===== src/clock_calendar_module_regs.svh =====
// register offsets, field positions, reset values and timing counts of the rtc control block
`ifndef CLOCK_CALENDAR_MODULE_REGS_SVH
`define CLOCK_CALENDAR_MODULE_REGS_SVH

// ----------------------------------------------------------------
// register byte offsets
// ----------------------------------------------------------------
`define CLOCK_CALENDAR_MODULE_ADDR_W          8
`define CLOCK_CALENDAR_MODULE_OFS_CLOCK_CTRL  8'h00
`define CLOCK_CALENDAR_MODULE_OFS_ALARM_CTRL  8'h10

// ----------------------------------------------------------------
// clock_control fields
// ----------------------------------------------------------------
`define CLOCK_CALENDAR_MODULE_CC_CAL_HI       25
`define CLOCK_CALENDAR_MODULE_CC_CAL_LO       16
`define CLOCK_CALENDAR_MODULE_CC_ON           15
`define CLOCK_CALENDAR_MODULE_CC_STOP_IN_IDLE         13
`define CLOCK_CALENDAR_MODULE_CC_SEL          7
`define CLOCK_CALENDAR_MODULE_CC_RUN          6
`define CLOCK_CALENDAR_MODULE_CC_WREN         3
`define CLOCK_CALENDAR_MODULE_CC_RSYNC        2
`define CLOCK_CALENDAR_MODULE_CC_HALF         1
`define CLOCK_CALENDAR_MODULE_CC_OE           0

// ----------------------------------------------------------------
// alarm_control fields
// ----------------------------------------------------------------
`define CLOCK_CALENDAR_MODULE_AC_EN           15
`define CLOCK_CALENDAR_MODULE_AC_CHIME        14
`define CLOCK_CALENDAR_MODULE_AC_PIV          13
`define CLOCK_CALENDAR_MODULE_AC_ASYNC        12
`define CLOCK_CALENDAR_MODULE_AC_MASK_HI      11
`define CLOCK_CALENDAR_MODULE_AC_MASK_LO      8
`define CLOCK_CALENDAR_MODULE_AC_RPT_HI       7
`define CLOCK_CALENDAR_MODULE_AC_RPT_LO       0

// ----------------------------------------------------------------
// reset values
// ----------------------------------------------------------------
`define CLOCK_CALENDAR_MODULE_RST_CAL         10'h000
`define CLOCK_CALENDAR_MODULE_RST_MASK        4'h0
`define CLOCK_CALENDAR_MODULE_RST_RPT         8'h00

// ----------------------------------------------------------------
// timing
// ----------------------------------------------------------------
`define CLOCK_CALENDAR_MODULE_MCLK_NS         50
`define CLOCK_CALENDAR_MODULE_RTC_TICK_NS     30518
`define CLOCK_CALENDAR_MODULE_RTC_DIV         (`CLOCK_CALENDAR_MODULE_RTC_TICK_NS / `CLOCK_CALENDAR_MODULE_MCLK_NS)
`define CLOCK_CALENDAR_MODULE_HALF_TICKS      16384
`define CLOCK_CALENDAR_MODULE_SYNC_WINDOW     32
`define CLOCK_CALENDAR_MODULE_HALVES_PER_MIN  120

`endif


===== src/clock_calendar_module_pkg.sv =====
// types shared by the rtc control block
package clock_calendar_module_pkg;

  // alarm interval codes; codes above year are reserved
  typedef enum logic [3:0] {
    clock_calendar_module_mask_half   = 4'b0000,
    clock_calendar_module_mask_sec    = 4'b0001,
    clock_calendar_module_mask_10sec  = 4'b0010,
    clock_calendar_module_mask_min    = 4'b0011,
    clock_calendar_module_mask_10min  = 4'b0100,
    clock_calendar_module_mask_hour   = 4'b0101,
    clock_calendar_module_mask_day    = 4'b0110,
    clock_calendar_module_mask_week   = 4'b0111,
    clock_calendar_module_mask_month  = 4'b1000,
    clock_calendar_module_mask_year   = 4'b1001
  } clock_calendar_module_mask_t;

endpackage : clock_calendar_module_pkg


===== src/clock_calendar_module_match.sv =====
// alarm comparator: current calendar against alarm fields under the interval mask
`timescale 1ns/1ns
`include "clock_calendar_module_regs.svh"
module clock_calendar_module_match import clock_calendar_module_pkg::*; (
  input  wire logic [31:0] cur_time,
  input  wire logic [31:0] cur_date,
  input  wire logic [31:0] alarm_time,
  input  wire logic [31:0] alarm_date,
  input  wire logic [3:0]  interval_mask,
  input  wire logic        second_edge,
  output logic             match
);

  logic sec01_eq;
  logic sec_eq;
  logic min01_eq;
  logic min_eq;
  logic hour_eq;
  logic wday_eq;
  logic day_eq;
  logic month_eq;

  // field compares, each one widening a narrower one; weekday and day both widen the hour compare
  assign sec01_eq = cur_time[11:8] == alarm_time[11:8];
  assign sec_eq   = cur_time[14:8] == alarm_time[14:8];
  assign min01_eq = sec_eq && (cur_time[19:16] == alarm_time[19:16]);
  assign min_eq   = sec_eq && (cur_time[22:16] == alarm_time[22:16]);
  assign hour_eq  = min_eq && (cur_time[29:24] == alarm_time[29:24]);
  assign wday_eq  = hour_eq && (cur_date[2:0] == alarm_date[2:0]);
  assign day_eq   = hour_eq && (cur_date[13:8] == alarm_date[13:8]);
  assign month_eq = day_eq && (cur_date[20:16] == alarm_date[20:16]);

  // mask decode; a feb 29 alarm only matches in leap years by itself
  always_comb begin
    case (clock_calendar_module_mask_t'(interval_mask))
      clock_calendar_module_mask_half:  match = 1'b1;
      clock_calendar_module_mask_sec:   match = second_edge;
      clock_calendar_module_mask_10sec: match = second_edge && sec01_eq;
      clock_calendar_module_mask_min:   match = second_edge && sec_eq;
      clock_calendar_module_mask_10min: match = second_edge && min01_eq;
      clock_calendar_module_mask_hour:  match = second_edge && min_eq;
      clock_calendar_module_mask_day:   match = second_edge && hour_eq;
      clock_calendar_module_mask_week:  match = second_edge && wday_eq;
      clock_calendar_module_mask_month: match = second_edge && day_eq;
      clock_calendar_module_mask_year:  match = second_edge && month_eq;
      default:         match = 1'b0; // reserved codes never fire
    endcase
  end

endmodule : clock_calendar_module_match


===== src/clock_calendar_module_ctrl.sv =====
// rtc control, calibration and alarm setup block with its register port
//
// Chosen here: the address-and-strobe port and the address map.
`timescale 1ns/1ns
`include "clock_calendar_module_regs.svh"
module clock_calendar_module_ctrl import clock_calendar_module_pkg::*; #(
  parameter int HALF_TICKS = `CLOCK_CALENDAR_MODULE_HALF_TICKS
) (
  input  wire logic                    mclk,
  input  wire logic                    rst_n,
  input  wire logic [`CLOCK_CALENDAR_MODULE_ADDR_W-1:0] addr,
  input  wire logic [31:0]             wr_data,
  input  wire logic                    wr_en,
  input  wire logic                    rd_en,
  output logic      [31:0]             rd_data,
  input  wire logic                    sys_unlock,
  input  wire logic                    idle_mode,
  input  wire logic                    sec_write,
  input  wire logic [31:0]             cur_time,
  input  wire logic [31:0]             cur_date,
  input  wire logic [31:0]             alarm_time,
  input  wire logic [31:0]             alarm_date,
  output logic                         value_write_enable,
  output logic                         bus_clock_enable,
  output logic                         sec_tick,
  output logic                         alarm_event,
  output logic                         pin_out,
  output logic                         pin_oe
);

  // ----------------------------------------------------------------
  // local constants
  // ----------------------------------------------------------------
  localparam logic [15:0] RTC_DIV     = 16'(`CLOCK_CALENDAR_MODULE_RTC_DIV);
  localparam logic [15:0] HALF_LIMIT  = 16'(HALF_TICKS);
  localparam logic [15:0] SYNC_START  = 16'(HALF_TICKS - `CLOCK_CALENDAR_MODULE_SYNC_WINDOW);
  localparam logic [6:0]  LAST_HALF   = 7'(`CLOCK_CALENDAR_MODULE_HALVES_PER_MIN - 1);

  // ----------------------------------------------------------------
  // register state
  // ----------------------------------------------------------------
  logic [9:0]  cal;
  logic        module_on;
  logic        stop_in_idle;
  logic        output_source_select;
  logic        clock_running_status;
  logic        wren;
  logic        value_read_sync;
  logic        half_second_status;
  logic        pin_output_enable;
  logic        alarm_enable;
  logic        chime;
  logic        pulse_level;
  logic        alarm_read_sync;
  logic [3:0]  alarm_interval_mask;
  logic [7:0]  alarm_repeat_count;

  // ----------------------------------------------------------------
  // timekeeping state
  // ----------------------------------------------------------------
  logic [15:0]       div_cnt;
  logic              rtc_tick;
  logic [15:0]       prescaler;
  logic [6:0]        half_count;
  logic signed [10:0] cal_pending;
  logic [15:0]       step;
  logic [15:0]       next_prescaler;
  logic              half_rollover;
  logic              match;
  logic              fire;

  // write decodes
  logic wr_clock;
  logic wr_alarm;

  assign wr_clock = wr_en && (addr == `CLOCK_CALENDAR_MODULE_OFS_CLOCK_CTRL);
  assign wr_alarm = wr_en && (addr == `CLOCK_CALENDAR_MODULE_OFS_ALARM_CTRL);

  // ----------------------------------------------------------------
  // rtc clock enable from the master clock divider
  // ----------------------------------------------------------------

  // the divider stops with the module so a disabled block draws no ticks
  always_ff @(posedge mclk) begin
    if (!rst_n) begin
      div_cnt  <= 16'h0000;
      rtc_tick <= 1'b0;
    end else if (!module_on) begin
      div_cnt  <= 16'h0000;
      rtc_tick <= 1'b0;
    end else if (div_cnt == RTC_DIV - 16'h0001) begin
      div_cnt  <= 16'h0000;
      rtc_tick <= 1'b1;
    end else begin
      div_cnt  <= div_cnt + 16'h0001;
      rtc_tick <= 1'b0;
    end
  end

  // ----------------------------------------------------------------
  // drift calibration and half-second prescaler
  // ----------------------------------------------------------------

  // positive pending count doubles a tick, negative swallows a tick
  always_comb begin
    if (cal_pending > 11'sd0) begin
      step = 16'h0002;
    end else if (cal_pending < 11'sd0) begin
      step = 16'h0000;
    end else begin
      step = 16'h0001;
    end
    next_prescaler = prescaler + step;
    half_rollover  = rtc_tick && (next_prescaler >= HALF_LIMIT);
  end

  // prescaler; a seconds write restarts the second from its first half
  always_ff @(posedge mclk) begin
    if (!rst_n) begin
      prescaler <= 16'h0000;
    end else if (sec_write) begin
      prescaler <= 16'h0000;
    end else if (half_rollover) begin
      prescaler <= next_prescaler - HALF_LIMIT;
    end else if (rtc_tick) begin
      prescaler <= next_prescaler;
    end
  end

  // half-second status and minute counter
  always_ff @(posedge mclk) begin
    if (!rst_n) begin
      half_second_status <= 1'b0;
      half_count         <= 7'h00;
    end else if (sec_write) begin
      half_second_status <= 1'b0;
    end else if (half_rollover) begin
      half_second_status <= !half_second_status;
      half_count         <= (half_count == LAST_HALF) ? 7'h00 : half_count + 7'h01;
    end
  end

  // correction loaded once a minute and spent one tick at a time
  always_ff @(posedge mclk) begin
    if (!rst_n) begin
      cal_pending <= 11'sd0;
    end else if (half_rollover && half_count == LAST_HALF) begin
      cal_pending <= signed'({cal[9], cal});
    end else if (rtc_tick && cal_pending > 11'sd0) begin
      cal_pending <= cal_pending - 11'sd1;
    end else if (rtc_tick && cal_pending < 11'sd0) begin
      cal_pending <= cal_pending + 11'sd1;
    end
  end

  // seconds tick to the calendar at the end of each second's second half
  always_ff @(posedge mclk) begin
    if (!rst_n) begin
      sec_tick <= 1'b0;
    end else begin
      sec_tick <= half_rollover && half_second_status;
    end
  end

  // ----------------------------------------------------------------
  // read synchronisation windows
  // ----------------------------------------------------------------

  // flags raised within the last ticks before a rollover; software rereads
  always_ff @(posedge mclk) begin
    if (!rst_n) begin
      alarm_read_sync <= 1'b0;
      value_read_sync <= 1'b0;
    end else begin
      alarm_read_sync <= module_on && (prescaler >= SYNC_START);
      value_read_sync <= module_on && half_second_status && (prescaler >= SYNC_START);
    end
  end

  // ----------------------------------------------------------------
  // clock status and idle gating
  // ----------------------------------------------------------------

  // running only once the first tick has actually been seen
  always_ff @(posedge mclk) begin
    if (!rst_n) begin
      clock_running_status <= 1'b0;
    end else if (!module_on) begin
      clock_running_status <= 1'b0;
    end else if (rtc_tick) begin
      clock_running_status <= 1'b1;
    end
  end

  // bus clock gate request; timekeeping itself keeps running in idle
  always_ff @(posedge mclk) begin
    if (!rst_n) begin
      bus_clock_enable <= 1'b1;
    end else begin
      bus_clock_enable <= !(idle_mode && stop_in_idle);
    end
  end

  // ----------------------------------------------------------------
  // clock_control register
  // ----------------------------------------------------------------

  // plain control fields
  always_ff @(posedge mclk) begin
    if (!rst_n) begin
      cal                  <= `CLOCK_CALENDAR_MODULE_RST_CAL;
      stop_in_idle         <= 1'b0;
      output_source_select <= 1'b0;
      pin_output_enable    <= 1'b0;
    end else if (wr_clock) begin
      cal                  <= wr_data[`CLOCK_CALENDAR_MODULE_CC_CAL_HI:`CLOCK_CALENDAR_MODULE_CC_CAL_LO];
      stop_in_idle         <= wr_data[`CLOCK_CALENDAR_MODULE_CC_STOP_IN_IDLE];
      output_source_select <= wr_data[`CLOCK_CALENDAR_MODULE_CC_SEL];
      pin_output_enable    <= wr_data[`CLOCK_CALENDAR_MODULE_CC_OE];
    end
  end

  // module enable is guarded by the value write enable
  always_ff @(posedge mclk) begin
    if (!rst_n) begin
      module_on <= 1'b0;
    end else if (wr_clock && wren) begin
      module_on <= wr_data[`CLOCK_CALENDAR_MODULE_CC_ON];
    end
  end

  // write enable sets only under system unlock, clears freely
  always_ff @(posedge mclk) begin
    if (!rst_n) begin
      wren <= 1'b0;
    end else if (wr_clock && (sys_unlock || !wr_data[`CLOCK_CALENDAR_MODULE_CC_WREN])) begin
      wren <= wr_data[`CLOCK_CALENDAR_MODULE_CC_WREN];
    end
  end

  // lock output to the value registers
  always_ff @(posedge mclk) begin
    if (!rst_n) begin
      value_write_enable <= 1'b0;
    end else begin
      value_write_enable <= wren;
    end
  end

  // ----------------------------------------------------------------
  // alarm matching and alarm_control register
  // ----------------------------------------------------------------

  clock_calendar_module_match u_match (
    .cur_time      (cur_time),
    .cur_date      (cur_date),
    .alarm_time    (alarm_time),
    .alarm_date    (alarm_date),
    .interval_mask (alarm_interval_mask),
    .second_edge   (half_second_status),
    .match         (match)
  );

  // alarms are only evaluated on half-second boundaries
  assign fire = half_rollover && alarm_enable && match;

  // enable and chime; a software write in the same cycle wins
  always_ff @(posedge mclk) begin
    if (!rst_n) begin
      alarm_enable <= 1'b0;
      chime        <= 1'b0;
    end else if (wr_alarm) begin
      alarm_enable <= wr_data[`CLOCK_CALENDAR_MODULE_AC_EN];
      chime        <= wr_data[`CLOCK_CALENDAR_MODULE_AC_CHIME];
    end else if (fire && alarm_repeat_count == 8'h00 && !chime) begin
      alarm_enable <= 1'b0;
    end
  end

  // mask field
  always_ff @(posedge mclk) begin
    if (!rst_n) begin
      alarm_interval_mask <= `CLOCK_CALENDAR_MODULE_RST_MASK;
    end else if (wr_alarm) begin
      alarm_interval_mask <= wr_data[`CLOCK_CALENDAR_MODULE_AC_MASK_HI:`CLOCK_CALENDAR_MODULE_AC_MASK_LO];
    end
  end

  // repeat counter: wraps only with chime, otherwise parks at zero
  always_ff @(posedge mclk) begin
    if (!rst_n) begin
      alarm_repeat_count <= `CLOCK_CALENDAR_MODULE_RST_RPT;
    end else if (wr_alarm) begin
      alarm_repeat_count <= wr_data[`CLOCK_CALENDAR_MODULE_AC_RPT_HI:`CLOCK_CALENDAR_MODULE_AC_RPT_LO];
    end else if (fire && (alarm_repeat_count != 8'h00 || chime)) begin
      alarm_repeat_count <= alarm_repeat_count - 8'h01;
    end
  end

  // pulse level: preset while disabled, toggled by each alarm event
  always_ff @(posedge mclk) begin
    if (!rst_n) begin
      pulse_level <= 1'b0;
    end else if (wr_alarm && !alarm_enable) begin
      pulse_level <= wr_data[`CLOCK_CALENDAR_MODULE_AC_PIV];
    end else if (fire) begin
      pulse_level <= !pulse_level;
    end
  end

  // one-cycle event strobe for the rest of the chip
  always_ff @(posedge mclk) begin
    if (!rst_n) begin
      alarm_event <= 1'b0;
    end else begin
      alarm_event <= fire;
    end
  end

  // ----------------------------------------------------------------
  // output pin
  // ----------------------------------------------------------------

  // low while disabled so the pad never floats at a stale level
  always_ff @(posedge mclk) begin
    if (!rst_n) begin
      pin_out <= 1'b0;
      pin_oe  <= 1'b0;
    end else begin
      pin_oe  <= pin_output_enable;
      pin_out <= pin_output_enable &&
                 (output_source_select ? half_second_status : pulse_level);
    end
  end

  // ----------------------------------------------------------------
  // read port
  // ----------------------------------------------------------------

  // data stand one cycle after the strobe; unmapped or idle reads give zero
  always_ff @(posedge mclk) begin
    if (!rst_n) begin
      rd_data <= 32'h0000_0000;
    end else if (rd_en && addr == `CLOCK_CALENDAR_MODULE_OFS_CLOCK_CTRL) begin
      rd_data <= {6'h00, cal, module_on, 1'b0, stop_in_idle, 5'h00,
                  output_source_select, clock_running_status, 2'h0, wren,
                  value_read_sync, half_second_status, pin_output_enable};
    end else if (rd_en && addr == `CLOCK_CALENDAR_MODULE_OFS_ALARM_CTRL) begin
      rd_data <= {16'h0000, alarm_enable, chime, pulse_level, alarm_read_sync,
                  alarm_interval_mask, alarm_repeat_count};
    end else begin
      rd_data <= 32'h0000_0000;
    end
  end

endmodule : clock_calendar_module_ctrl


===== config.mk =====
export PLATFORM = sky130hd
export DESIGN_NAME = clock_calendar_module_ctrl
export DESIGN_NICKNAME = d
export VERILOG_FILES = /design/src/clock_calendar_module_pkg.sv /design/src/clock_calendar_module_match.sv /design/src/clock_calendar_module_ctrl.sv
export VERILOG_INCLUDE_DIRS = /design/src
export SDC_FILE = /design/constraint.sdc
export NUM_CORES = 1
export LEC_CHECK = 0
export ABC_CLOCK_PERIOD_IN_PS = 5400
export BUFFER_PORTS_ARGS = -buffer_cell sky130_fd_sc_hd__buf_2
export CELL_PAD_IN_SITES_DETAIL_PLACEMENT = 1
export CELL_PAD_IN_SITES_GLOBAL_PLACEMENT = 1
export CORE_ASPECT_RATIO = 0.75
export CORE_UTILIZATION = 39
export CTS_CLUSTER_SIZE = 30
export DETAILED_ROUTE_END_ITERATION = 12
export PLACE_DENSITY = 0.9
export RECOVER_POWER = 25
export SYNTH_ARGS = -nofsm -noshare
export SYNTH_HDL_FRONTEND = slang
export SYNTH_HIERARCHICAL = 1
export SYNTH_SLANG_ARGS = --single-unit

===== constraint.sdc =====
create_clock -name mclk -period 5.4 [get_ports mclk]
set_input_delay 0.54 -clock mclk [delete_from_list [all_inputs] [get_ports mclk]]
set_output_delay 0.54 -clock mclk [all_outputs]
set_load 0.005 [all_outputs]

==> impl_metrics.py, run 1 <==
metrics = {
    "run": {
        "cap_viol_max_count": 0,
    },
    "critical_path": {
        "path_class": "register to register",
        "startpoint_type": "register",
        "reg2reg_depth": 15,
        "critPathMaxFanout": 27,
        "r2r_start": "cal_pending[0]",
        "startpoint": "cal_pending[0]",
        "reg2reg_slack_ns": 0.62,
        "endpoint_kind": "register",
        "r2r_end": "half_count[4]",
        "crit_required_ns": 5.71,
        "arrival_ns": 5.09,
        "crit_end": "half_count[4]",
    },
    "pwr": {
        "seqPwrFrac": 0.409,
        "power_frac_comb": 0.046,
        "netSwitchingFraction": 0.242,
        "peakVddDrop_mv": 0.229,
        "power_mw": 2.11,
        "p_per_area_nw_per_um2": 284,
        "clkPwrFrac": 0.545,
        "switchingPower_mw": 0.510,
        "p_leak_nw": 2.84,
        "internal_power_mw": 1.60,
    },
    "yosys": {
        "synth-seq-cells": 117,
        "ys_types": 69,
        "synthXorXnorAreaFrac": 0.103,
        "synth_flop_cell": "dfxtp_1",
        "synth-edff-count": 0,
        "netlist_instances": 713,
        "synthSimpleGateAreaFrac": 0.252,
        "netlist_area_um2": 6050,
        "synth.mux.area_fraction": 0.0333,
        "async_flop_share": 0,
        "ys_warn_count": 6,
        "synth_top_cell_area_share": 0.387,
        "synth-compound-area-share": 0.135,
        "synthAdderAreaFrac": 0.0418,
        "ys_seq_area_frac": 0.387,
        "synth_top_family_by_area": "simple AND/OR/NAND/NOR gates",
        "yosys.area.top_type": "dfxtp_1",
        "syn_avg_cell_area_um2": 8.48,
        "synthTopCellsByArea": "dfxtp_1 (39%), xor2_1 (5.8%), nand2_1 (5.0%)",
    },
    "routing": {
        "wl_met1_um": 8540,
        "highest_layer": "met4",
        "wl_met3_um": 831,
        "wire_per_inst_um": 18.2,
        "drt-pass1-iter-count": 5,
        "wirelength_um": 19300,
        "drt_iter0_drc": 363,
        "post_drt_via_cell_ratio": 5.45,
        "dr_wl_met2_um": 9520,
        "drc": 0,
        "ant_nets": 0,
        "via_count": 5773,
    },
    "placed_design": {
        "port_buffers": 139,
        "dpl.hpwl_um": 13000,
        "globalplace.congestion": 0.848,
        "place_area_um2": 6880,
    },
    "sta": {
        "worst_pin_slew_ns": 1.15,
        "fmax_mhz": 209,
        "hold_viol_final": 0,
        "final.setup.tns_ns": 0,
        "max_slew_margin": 0.236,
        "finalCritPeriodShare": 0.885,
        "rsz0062_at_grt": "no",
        "finalSetupViolCount": 0,
        "maxSlewViolCount": 0,
        "period_minus_slack_ns": 4.78,
        "fin_worst_skew_ns": 0.0109,
    },
    "cells_and_area": {
        "layout_common_cells": "dfxtp_1 (117), buf_2 (113), nand2_1 (80)",
        "final_area_um2": 7440,
        "nFillCells": 1841,
        "areaGrowthSynthToFinish_pct": 23.0,
        "final_common_cell": "dfxtp_1",
        "drive_above_1_share": 0.195,
        "nets": 1034,
    },
    "floorplanning": {
        "die-height_um": 110,
        "initial_utilization": 0.398,
        "fp-row-count": 39,
        "pin_count": 213,
        "die_x_um": 146,
        "core_area_um2": 15200,
        "die-area_um2": 16000,
    },
    "hold_path": {
        "min_path_type": "primary input to register",
    },
    "clocking": {
        "clock-sinks": 117,
        "hold_buffers": 0,
        "cts_resized": 0,
        "cts_tree": "done",
        "cts_max_level": 4,
        "post_cts_buffers": 0,
        "cts_root_buffer": "clkbuf_16",
        "cts.clk_slew.worst_paths_ns": 0.06,
        "clock_path_buffers": 2,
        "cts_buffers": 17,
        "insertion_delay_ns": 0.42,
    },
    "global_routing": {
        "grt_pass1_vias": 6079,
        "overflow": 0,
        "grt_pass1_wl_um": 30800,
        "grt_max_degree": 33,
        "track_usage": 0.245,
        "antenna_found_initial": 1,
    },
    "outcome": {
        "outcome": "finished clean",
    },
}
[final cells by class]
cell class | count | area, um2 | area share
inverter | 22 | 82.6 | 0.0111
multi-input combinational | 535 | 3440 | 0.462
clock inverter | 15 | 168 | 0.0225
timing repair buffer | 147 | 719 | 0.0967
clock buffer | 17 | 425 | 0.0572
antenna | 2 | 5.00 | 0.000673
sequential | 117 | 2340 | 0.315
tap | 205 | 256 | 0.0345
[metrics by stage]
step	hold slack (ns)	utilization	setup slack, ns	std cells
after floorplan	0.380	-	1.68	718
after global routing	0.330	0.490	0.209	1058
after CTS	0.310	0.492	0.633	1058
after detailed placement	0.408	0.453	0.920	1026
final	0.311	0.490	0.622	1060
after global placement	0.403	0.453	0.998	1026
[power by group through the flow]
stage	combinational [mW]	sequential [mW]	clock, mW
6_report	0.0962	0.864	1.15
5_1_grt	0.104	0.864	1.20
4_1_cts	0.0966	0.864	1.16
3_5_place_dp	0.0956	0.883	0
3_3_place_gp	0.0921	0.883	0
2_1_floorplan	0.0453	0.883	0
[kinds of logic (layout without fill, tap and decap cells)]
group                    count (synthesis)  count (layout)
AND/OR/NAND/NOR                        296             296
AO/OA/AOI/OAI                          123             123
flip-flops                             117             117
XOR/XNOR                                71              71
buffers and inverters                   66             201
multiplexers                            20              20
adder cells (fa/ha/maj)                 19              19
other                                    1               8
[worst max-delay path, stage by stage (launching register included)]
cell and delay (ns):
dfxtp_1 0.37, nor4_1 0.31, and3_1 0.28, ha_1 0.21, inv_1 0.07, fa_1 0.53
nor3_1 0.35, nand2_1 0.15, xnor2_1 0.23, ha_1 0.19, nand2_1 0.06, nor2_1 0.09
o2111ai_1 0.27, o21a_1 0.64, or4_1 0.64, a32o_1 0.27
[worst min path at each step]
stage | startpoint | endpoint | slack [ns] | depth (start not counted)
after CTS | idle_mode | bus_clock_enable | 0.31 | 2
after floorplan | stop_in_idle | bus_clock_enable | 0.38 | 1
after global routing | idle_mode | bus_clock_enable | 0.33 | 2
after global placement | stop_in_idle | bus_clock_enable | 0.40 | 1
final | idle_mode | bus_clock_enable | 0.31 | 2
after detailed placement | stop_in_idle | bus_clock_enable | 0.41 | 1
[synth_stat cells (8+ instances only)]
| cell | number |
|---|---|
| xor2_1 | 40 |
| ha_1 | 17 |
| o21ai_0 | 20 |
| clkbuf_1 | 30 |
| dfxtp_1 | 117 |
| nor3_1 | 17 |
| mux2i_1 | 19 |
| a21oi_1 | 36 |
| a211oi_1 | 8 |
| a31oi_1 | 11 |
| inv_1 | 22 |
| and3_1 | 16 |
| nand2_1 | 80 |
| nor2_1 | 68 |
| and2_1 | 14 |
| nor4_1 | 19 |
| nand3_1 | 28 |
| nand4_1 | 10 |
| xnor2_1 | 31 |
[sequential cells by signal, summed over array words and instances (netlist names), 4 cells and up]
signal / flops
cal_pending: 11
rd_data: 26
half_count: 7
alarm_repeat_count: 8
cal: 10
prescaler: 16
alarm_interval_mask: 4
div_cnt: 16
[per-layer routing]
layer / vias up / GRT usage
li1: 2774 / -
met1: 2813 / 0.296
met2: 155 / 0.425
met3: 31 / 0.0531
met4: 0 / 0.105
met5: - / 0
Note: power is estimated with default switching activity, not from simulation.
==> run 2: changes to the inputs <==
ABC_AREA = 1   (was default)
CORE_UTILIZATION = 38   (was 39)
PLACE_DENSITY = 0.91   (was 0.9)
==> run 2 against run 1 <==
  * The flow now finishes with violations (capacitance limit, slew limit)
  * Final area grew 7.7%
  * Cell count grew 28%
  * Combinational power grew 2.6%
  * Sequential share of layout area shrank 2.3 points
  * Critical endpoint is now cal_pending[5]
  * Highest routed layer is now met5
==> impl_metrics.py, run 2 <==
metrics = {
    "outcome": {
        "outcome": "complete, but fails checks",
        "failed_checks": "capacitance limit, slew limit",
    },
    "yosys": {
        "ys_seq_area_frac": 0.358,
        "ys_types": 39,
        "synth-edff-count": 0,
        "netlist_area_um2": 6540,
        "synthTopCellsByCount": "nand2_1 (220), inv_1 (165), nor2_1 (127)",
        "synth_top_cell_area_share": 0.358,
        "syn_avg_cell_area_um2": 6.60,
        "yosys.area.top_type": "dfxtp_1",
        "synthTopCellsByArea": "dfxtp_1 (36%), nand2_1 (13%), inv_1 (9.5%)",
        "netlist_instances": 991,
        "synth.most_common_cell": "nand2_1",
        "synth_flop_cell": "dfxtp_1",
        "async_flop_share": 0,
        "ys_warn_count": 6,
        "synth-seq-cells": 117,
    },
    "cells_and_area": {
        "areaGrowthSynthToFinish_pct": 22.4,
        "top_register": "rd_data",
        "fin_util": 0.476,
        "multiInputGateArea_um2": 3430,
        "seqCellArea_um2": 2340,
        "reg_top3": "rd_data (26), div_cnt (16), prescaler (16)",
        "drive_above_1_share": 0.153,
        "post_layout_nonfiller_instances": 1358,
        "layout_common_cells": "nand2_1 (220), inv_1 (165), nor2_1 (127)",
        "final_common_cell": "nand2_1",
        "n_antenna_cell": 0,
        "nFillCells": 2273,
        "largest_reg_flops": 26,
        "nets": 1324,
    },
    "placed_design": {
        "globalplace.congestion": 0.864,
        "port_buffers": 139,
        "dpl.hpwl_um": 14500,
        "dp.cells": 1326,
    },
    "sta": {
        "finalCritPeriodShare": 0.875,
        "rsz0062_at_grt": "no",
        "fmax_mhz": 212,
        "finalSetupViolCount": 0,
        "final.setup.tns_ns": 0,
        "fin_worst_skew_ns": 0.00877,
        "worst_pin_slew_ns": 1.72,
        "period_minus_slack_ns": 4.72,
        "max_slew_margin": -0.147,
        "maxSlewViolCount": 39,
        "hold_viol_final": 0,
    },
    "run": {
        "cap_viol_max_count": 1,
    },
    "critical_path": {
        "cp_num_buf_inv": 4,
        "reg2reg_slack_ns": 0.68,
        "crit_family": "simple AND/OR/NAND/NOR gates",
        "cp_common_cell": "nor2_1",
        "critPathMaxFanout": 17,
        "cpMaxStageDelayCell": "fa_1",
        "endpoint_kind": "register",
        "crit_required_ns": 5.71,
        "startpoint_type": "register",
        "arrival_ns": 5.04,
        "path_class": "register to register",
        "cp_slowest_stage_delay_ns": 0.47,
    },
    "clocking": {
        "hold_buffers": 0,
        "cts_max_level": 4,
        "insertion_delay_ns": 0.43,
        "cts.clk_slew.worst_paths_ns": 0.06,
        "clock-sinks": 117,
        "cts_resized": 0,
        "post_cts_buffers": 0,
        "cts_buffers": 17,
        "clock_path_buffers": 2,
        "cts_root_buffer": "clkbuf_16",
        "cts_tree": "done",
    },
    "global_routing": {
        "antenna_found_initial": 1,
        "grt_pass1_wl_um": 33700,
        "grt_max_degree": 39,
        "grt_pass1_vias": 7111,
        "overflow": 0,
        "track_usage": 0.238,
    },
    "pwr": {
        "clkPwrFrac": 0.559,
        "peakVddDrop_mv": 0.195,
        "p_leak_nw": 3.67,
        "p_per_area_nw_per_um2": 273,
        "internal_power_mw": 1.71,
        "switchingPower_mw": 0.476,
        "seqPwrFrac": 0.396,
        "netSwitchingFraction": 0.218,
        "power_frac_comb": 0.045,
    },
    "floorplanning": {
        "pin_count": 213,
        "die-height_um": 116,
        "core_area_um2": 16800,
        "fp-row-count": 41,
        "initial_utilization": 0.389,
        "die-area_um2": 17800,
        "die_x_um": 154,
    },
    "routing": {
        "wire_per_inst_um": 14.7,
        "drc": 0,
        "drt-pass1-iter-count": 4,
        "via_count": 6777,
        "post_drt_via_cell_ratio": 4.99,
        "wirelength_um": 20000,
        "drt_iter0_drc": 314,
        "ant_nets": 0,
    },
    "hold_path": {
        "min_path_type": "primary input to register",
    },
}
[run 2: final cells by class]
cell class              count  area share
multi-input cells         678       0.428
flip-flops and latches    117       0.292
repair buffers            143      0.0861
inverters                 173      0.0811
clock buffers              21      0.0575
well taps                 215      0.0336
clock inverters            11      0.0216
[run 2: path summary, 6_finish.rpt]
| check | start | to | cells past startpoint |
|---|---|---|---|
| worst min-delay path | idle_mode | bus_clock_enable | 2 |
| worst min register to register | stop_in_idle | bus_clock_enable | 1 |
| worst max register to register | cal_pending[5] | cal_pending[5] | 27 |
| worst max-delay path | cal_pending[5] | cal_pending[5] | 27 |
[run 2: per-stage QoR]
| step | area [um2] | total power [mW] | worst slack (ns) | hold slack, ns |
|---|---|---|---|---|
| 2_1_floorplan | 6560 | 0.929 | 1.89 | 0.368 |
| 3_5_place_dp | 7410 | 0.982 | 0.935 | 0.415 |
| 4_1_cts | 8050 | 2.20 | 0.706 | 0.290 |
| 6_report | 8010 | 2.18 | 0.677 | 0.291 |
| 5_1_grt | 8010 | 2.25 | 0.195 | 0.315 |
| 3_3_place_gp | 7410 | 0.977 | 1.07 | 0.401 |
[run 2: cells by family after synthesis]
kind of cell	after synthesis	share of synthesized area
AOI/OAI and AO/OA	131	0.109
xor gates and xnor gates	36	0.0482
adders and majority gates	19	0.0386
buffers and inverters	201	0.121
DFF	117	0.358
other	1	0.000573
and+or+nand+nor	486	0.325
[run 2: power groups by stage]
| stage | Sequential, mW | Clock (mW) | Combinational, mW |
|---|---|---|---|
| floorplan | 0.883 | 0 | 0.0462 |
| global placement | 0.883 | 0 | 0.0942 |
| detailed placement | 0.883 | 0 | 0.0987 |
| CTS | 0.864 | 1.23 | 0.0996 |
| global route | 0.864 | 1.28 | 0.112 |
| finish | 0.864 | 1.22 | 0.0987 |
[run 2: per-layer routing]
metal  wire length (um)  GRT usage  up-vias  part of all wire
met2               9370      0.427      151              0.47
li1                   -          -     3392                 -
met1               9120      0.285     3201              0.46
met3               1210     0.0598       31             0.060
met4                301     0.0673        2             0.015
met5                 13          0        -           0.00065
==> run 3: changes to the inputs <==
REMOVE_ABC_BUFFERS = 1   (was default)
==> run 3 against run 2 <==
  * The run still ends with capacitance limit, slew limit left
  * Largest cell class unchanged
  * Clock power about the same
  * Cell count hardly changed
  * Combinational power about the same
  * Wire length rose by 8.0%
  * Largest power group unchanged
  * Critical path type unchanged
  * First-iteration DRC count increased by 29%
==> impl_metrics.py, run 3 (same netlist as run 2, synthesis figures left out) <==
metrics = {
    "clocking": {
        "cts_buffers": 17,
        "cts_max_level": 4,
        "clock_path_buffers": 2,
        "insertion_delay_ns": 0.42,
        "cts.clk_slew.worst_paths_ns": 0.06,
        "clock-sinks": 117,
        "post_cts_buffers": 0,
        "cts_tree": "done",
        "cts_root_buffer": "clkbuf_16",
        "hold_buffers": 0,
        "cts_resized": 0,
    },
    "placed_design": {
        "place_area_um2": 7410,
        "dpl.hpwl_um": 14800,
        "port_buffers": 139,
        "globalplace.congestion": 0.862,
    },
    "routing": {
        "wire_per_inst_um": 15.9,
        "ant_nets": 0,
        "via_count": 6941,
        "drt_iter0_drc": 405,
        "drt-pass1-iter-count": 5,
        "drc": 0,
        "post_drt_via_cell_ratio": 5.11,
        "wirelength_um": 21600,
    },
    "critical_path": {
        "path_class": "register to register",
        "arrival_ns": 5.12,
        "critPathMaxFanout": 17,
        "crit_required_ns": 5.70,
        "startpoint_type": "register",
        "endpoint_kind": "register",
    },
    "global_routing": {
        "antenna_found_initial": 1,
        "grt_pass1_vias": 7344,
        "grt_max_degree": 39,
        "grt_pass1_wl_um": 35400,
        "track_usage": 0.251,
        "overflow": 0,
    },
    "floorplanning": {
        "pin_count": 213,
        "initial_utilization": 0.389,
        "die_x_um": 154,
        "core_area_um2": 16800,
        "fp-row-count": 41,
        "die-area_um2": 17800,
        "die-height_um": 116,
    },
    "pwr": {
        "clkPwrFrac": 0.558,
        "switchingPower_mw": 0.478,
        "peakVddDrop_mv": 0.202,
        "netSwitchingFraction": 0.219,
        "seqPwrFrac": 0.396,
        "internal_power_mw": 1.71,
        "p_per_area_nw_per_um2": 272,
        "power_frac_comb": 0.046,
        "p_leak_nw": 3.66,
    },
    "cells_and_area": {
        "reg_top3": "rd_data (26), div_cnt (16), prescaler (16)",
        "areaGrowthSynthToFinish_pct": 22.5,
        "layout_common_cells": "nand2_1 (220), inv_1 (165), nor2_1 (127)",
        "final_area_um2": 8020,
        "fin_util": 0.476,
        "top_register": "rd_data",
        "largest_reg_flops": 26,
        "drive_above_1_share": 0.156,
        "nets": 1324,
        "final_common_cell": "nand2_1",
    },
    "sta": {
        "period_minus_slack_ns": 4.82,
        "fin_worst_skew_ns": 0.00760,
        "final.setup.tns_ns": 0,
        "rsz0062_at_grt": "no",
        "fmax_mhz": 208,
        "max_slew_margin": -0.219,
        "maxSlewViolCount": 39,
        "finalSetupViolCount": 0,
        "holdWs_ns": 0.341,
        "hold_viol_final": 0,
        "worst_pin_slew_ns": 1.83,
        "finalCritPeriodShare": 0.892,
    },
    "hold_path": {
        "min_path_type": "primary input to register",
    },
    "outcome": {
        "failed_checks": "capacitance limit, slew limit",
        "outcome": "complete, but fails checks",
    },
    "run": {
        "cap_viol_max_count": 1,
    },
}
==> run 3: changes by cell type in the layout (fill, tap and decap cells not counted), sizes merged <==
cell / change
buf: +2
diode: +1
inv: -2
clkinvlp: +3
clkbuf: -3
==> run 3: final cells by class <==
class	count	area [um2]
multi-input combinational	678	3430
clock buffer	20	457
inverter	173	649
tap	215	269
clock inverter	12	178
antenna	1	2.50
fill	2266	8810
sequential	117	2340
timing repair buffer	143	692
==> run 3: final timing paths <==
| path | slack [ns] | cells past startpoint | endpoint | from |
|---|---|---|---|---|
| max | 0.58 | 27 | cal_pending[3] | cal_pending[4] |
| max reg2reg | 0.58 | 27 | cal_pending[3] | cal_pending[4] |
| min reg2reg | 0.42 | 2 | rd_data[12] | alarm_read_sync |
| min | 0.34 | 2 | bus_clock_enable | idle_mode |
==> run 3: power groups by stage <==
stage,clock network [mW],registers (mW),logic [mW]
final,1.22,0.864,0.100
after global routing,1.26,0.864,0.113
after CTS,1.23,0.864,0.101
after detailed placement,0,0.883,0.0997
after global placement,0,0.883,0.0941
after floorplan,0,0.883,0.0397
==> run 3: metal layers <==
metal	up-vias	track usage	part of all wire
met5	-	0	0
met3	47	0.0527	0.047
met4	0	0.113	0.025
met2	181	0.447	0.48
met1	3318	0.295	0.45
li1	3395	-	-
==> run 3: critical path, cell delays in order (launching register included) <==
cell	delay (ns)
dfxtp_1	0.32
inv_1	0.07
nand4_1	0.13
nor3_1	0.17
nand4_1	0.17
inv_1	0.12
ha_1	0.24
inv_1	0.09
fa_1	0.48
nor2_1	0.19
nand2_1	0.10
nor2_2	0.17
nand2_1	0.07
nor3_1	0.26
xor2_1	0.20
inv_1	0.12
ha_1	0.15
nand3b_1	0.10
nor2_1	0.13
nand4_1	0.12
nor2_2	0.13
nand2_2	0.09
nand2_4	0.24
nand3_4	0.28
nand2_1	0.28
nor2_1	0.07
nor2_1	0.13
nor2_1	0.06
==> run 3: through the flow <==
stage / instances / total power [mW] / setup WS (ns)
after global routing: 1359 / 2.24 / 0.207
after CTS: 1358 / 2.19 / 0.640
after global placement: 1326 / 0.977 / 1.02
after detailed placement: 1326 / 0.983 / 0.905
after floorplan: 968 / 0.923 / 1.78
final: 1359 / 2.18 / 0.582
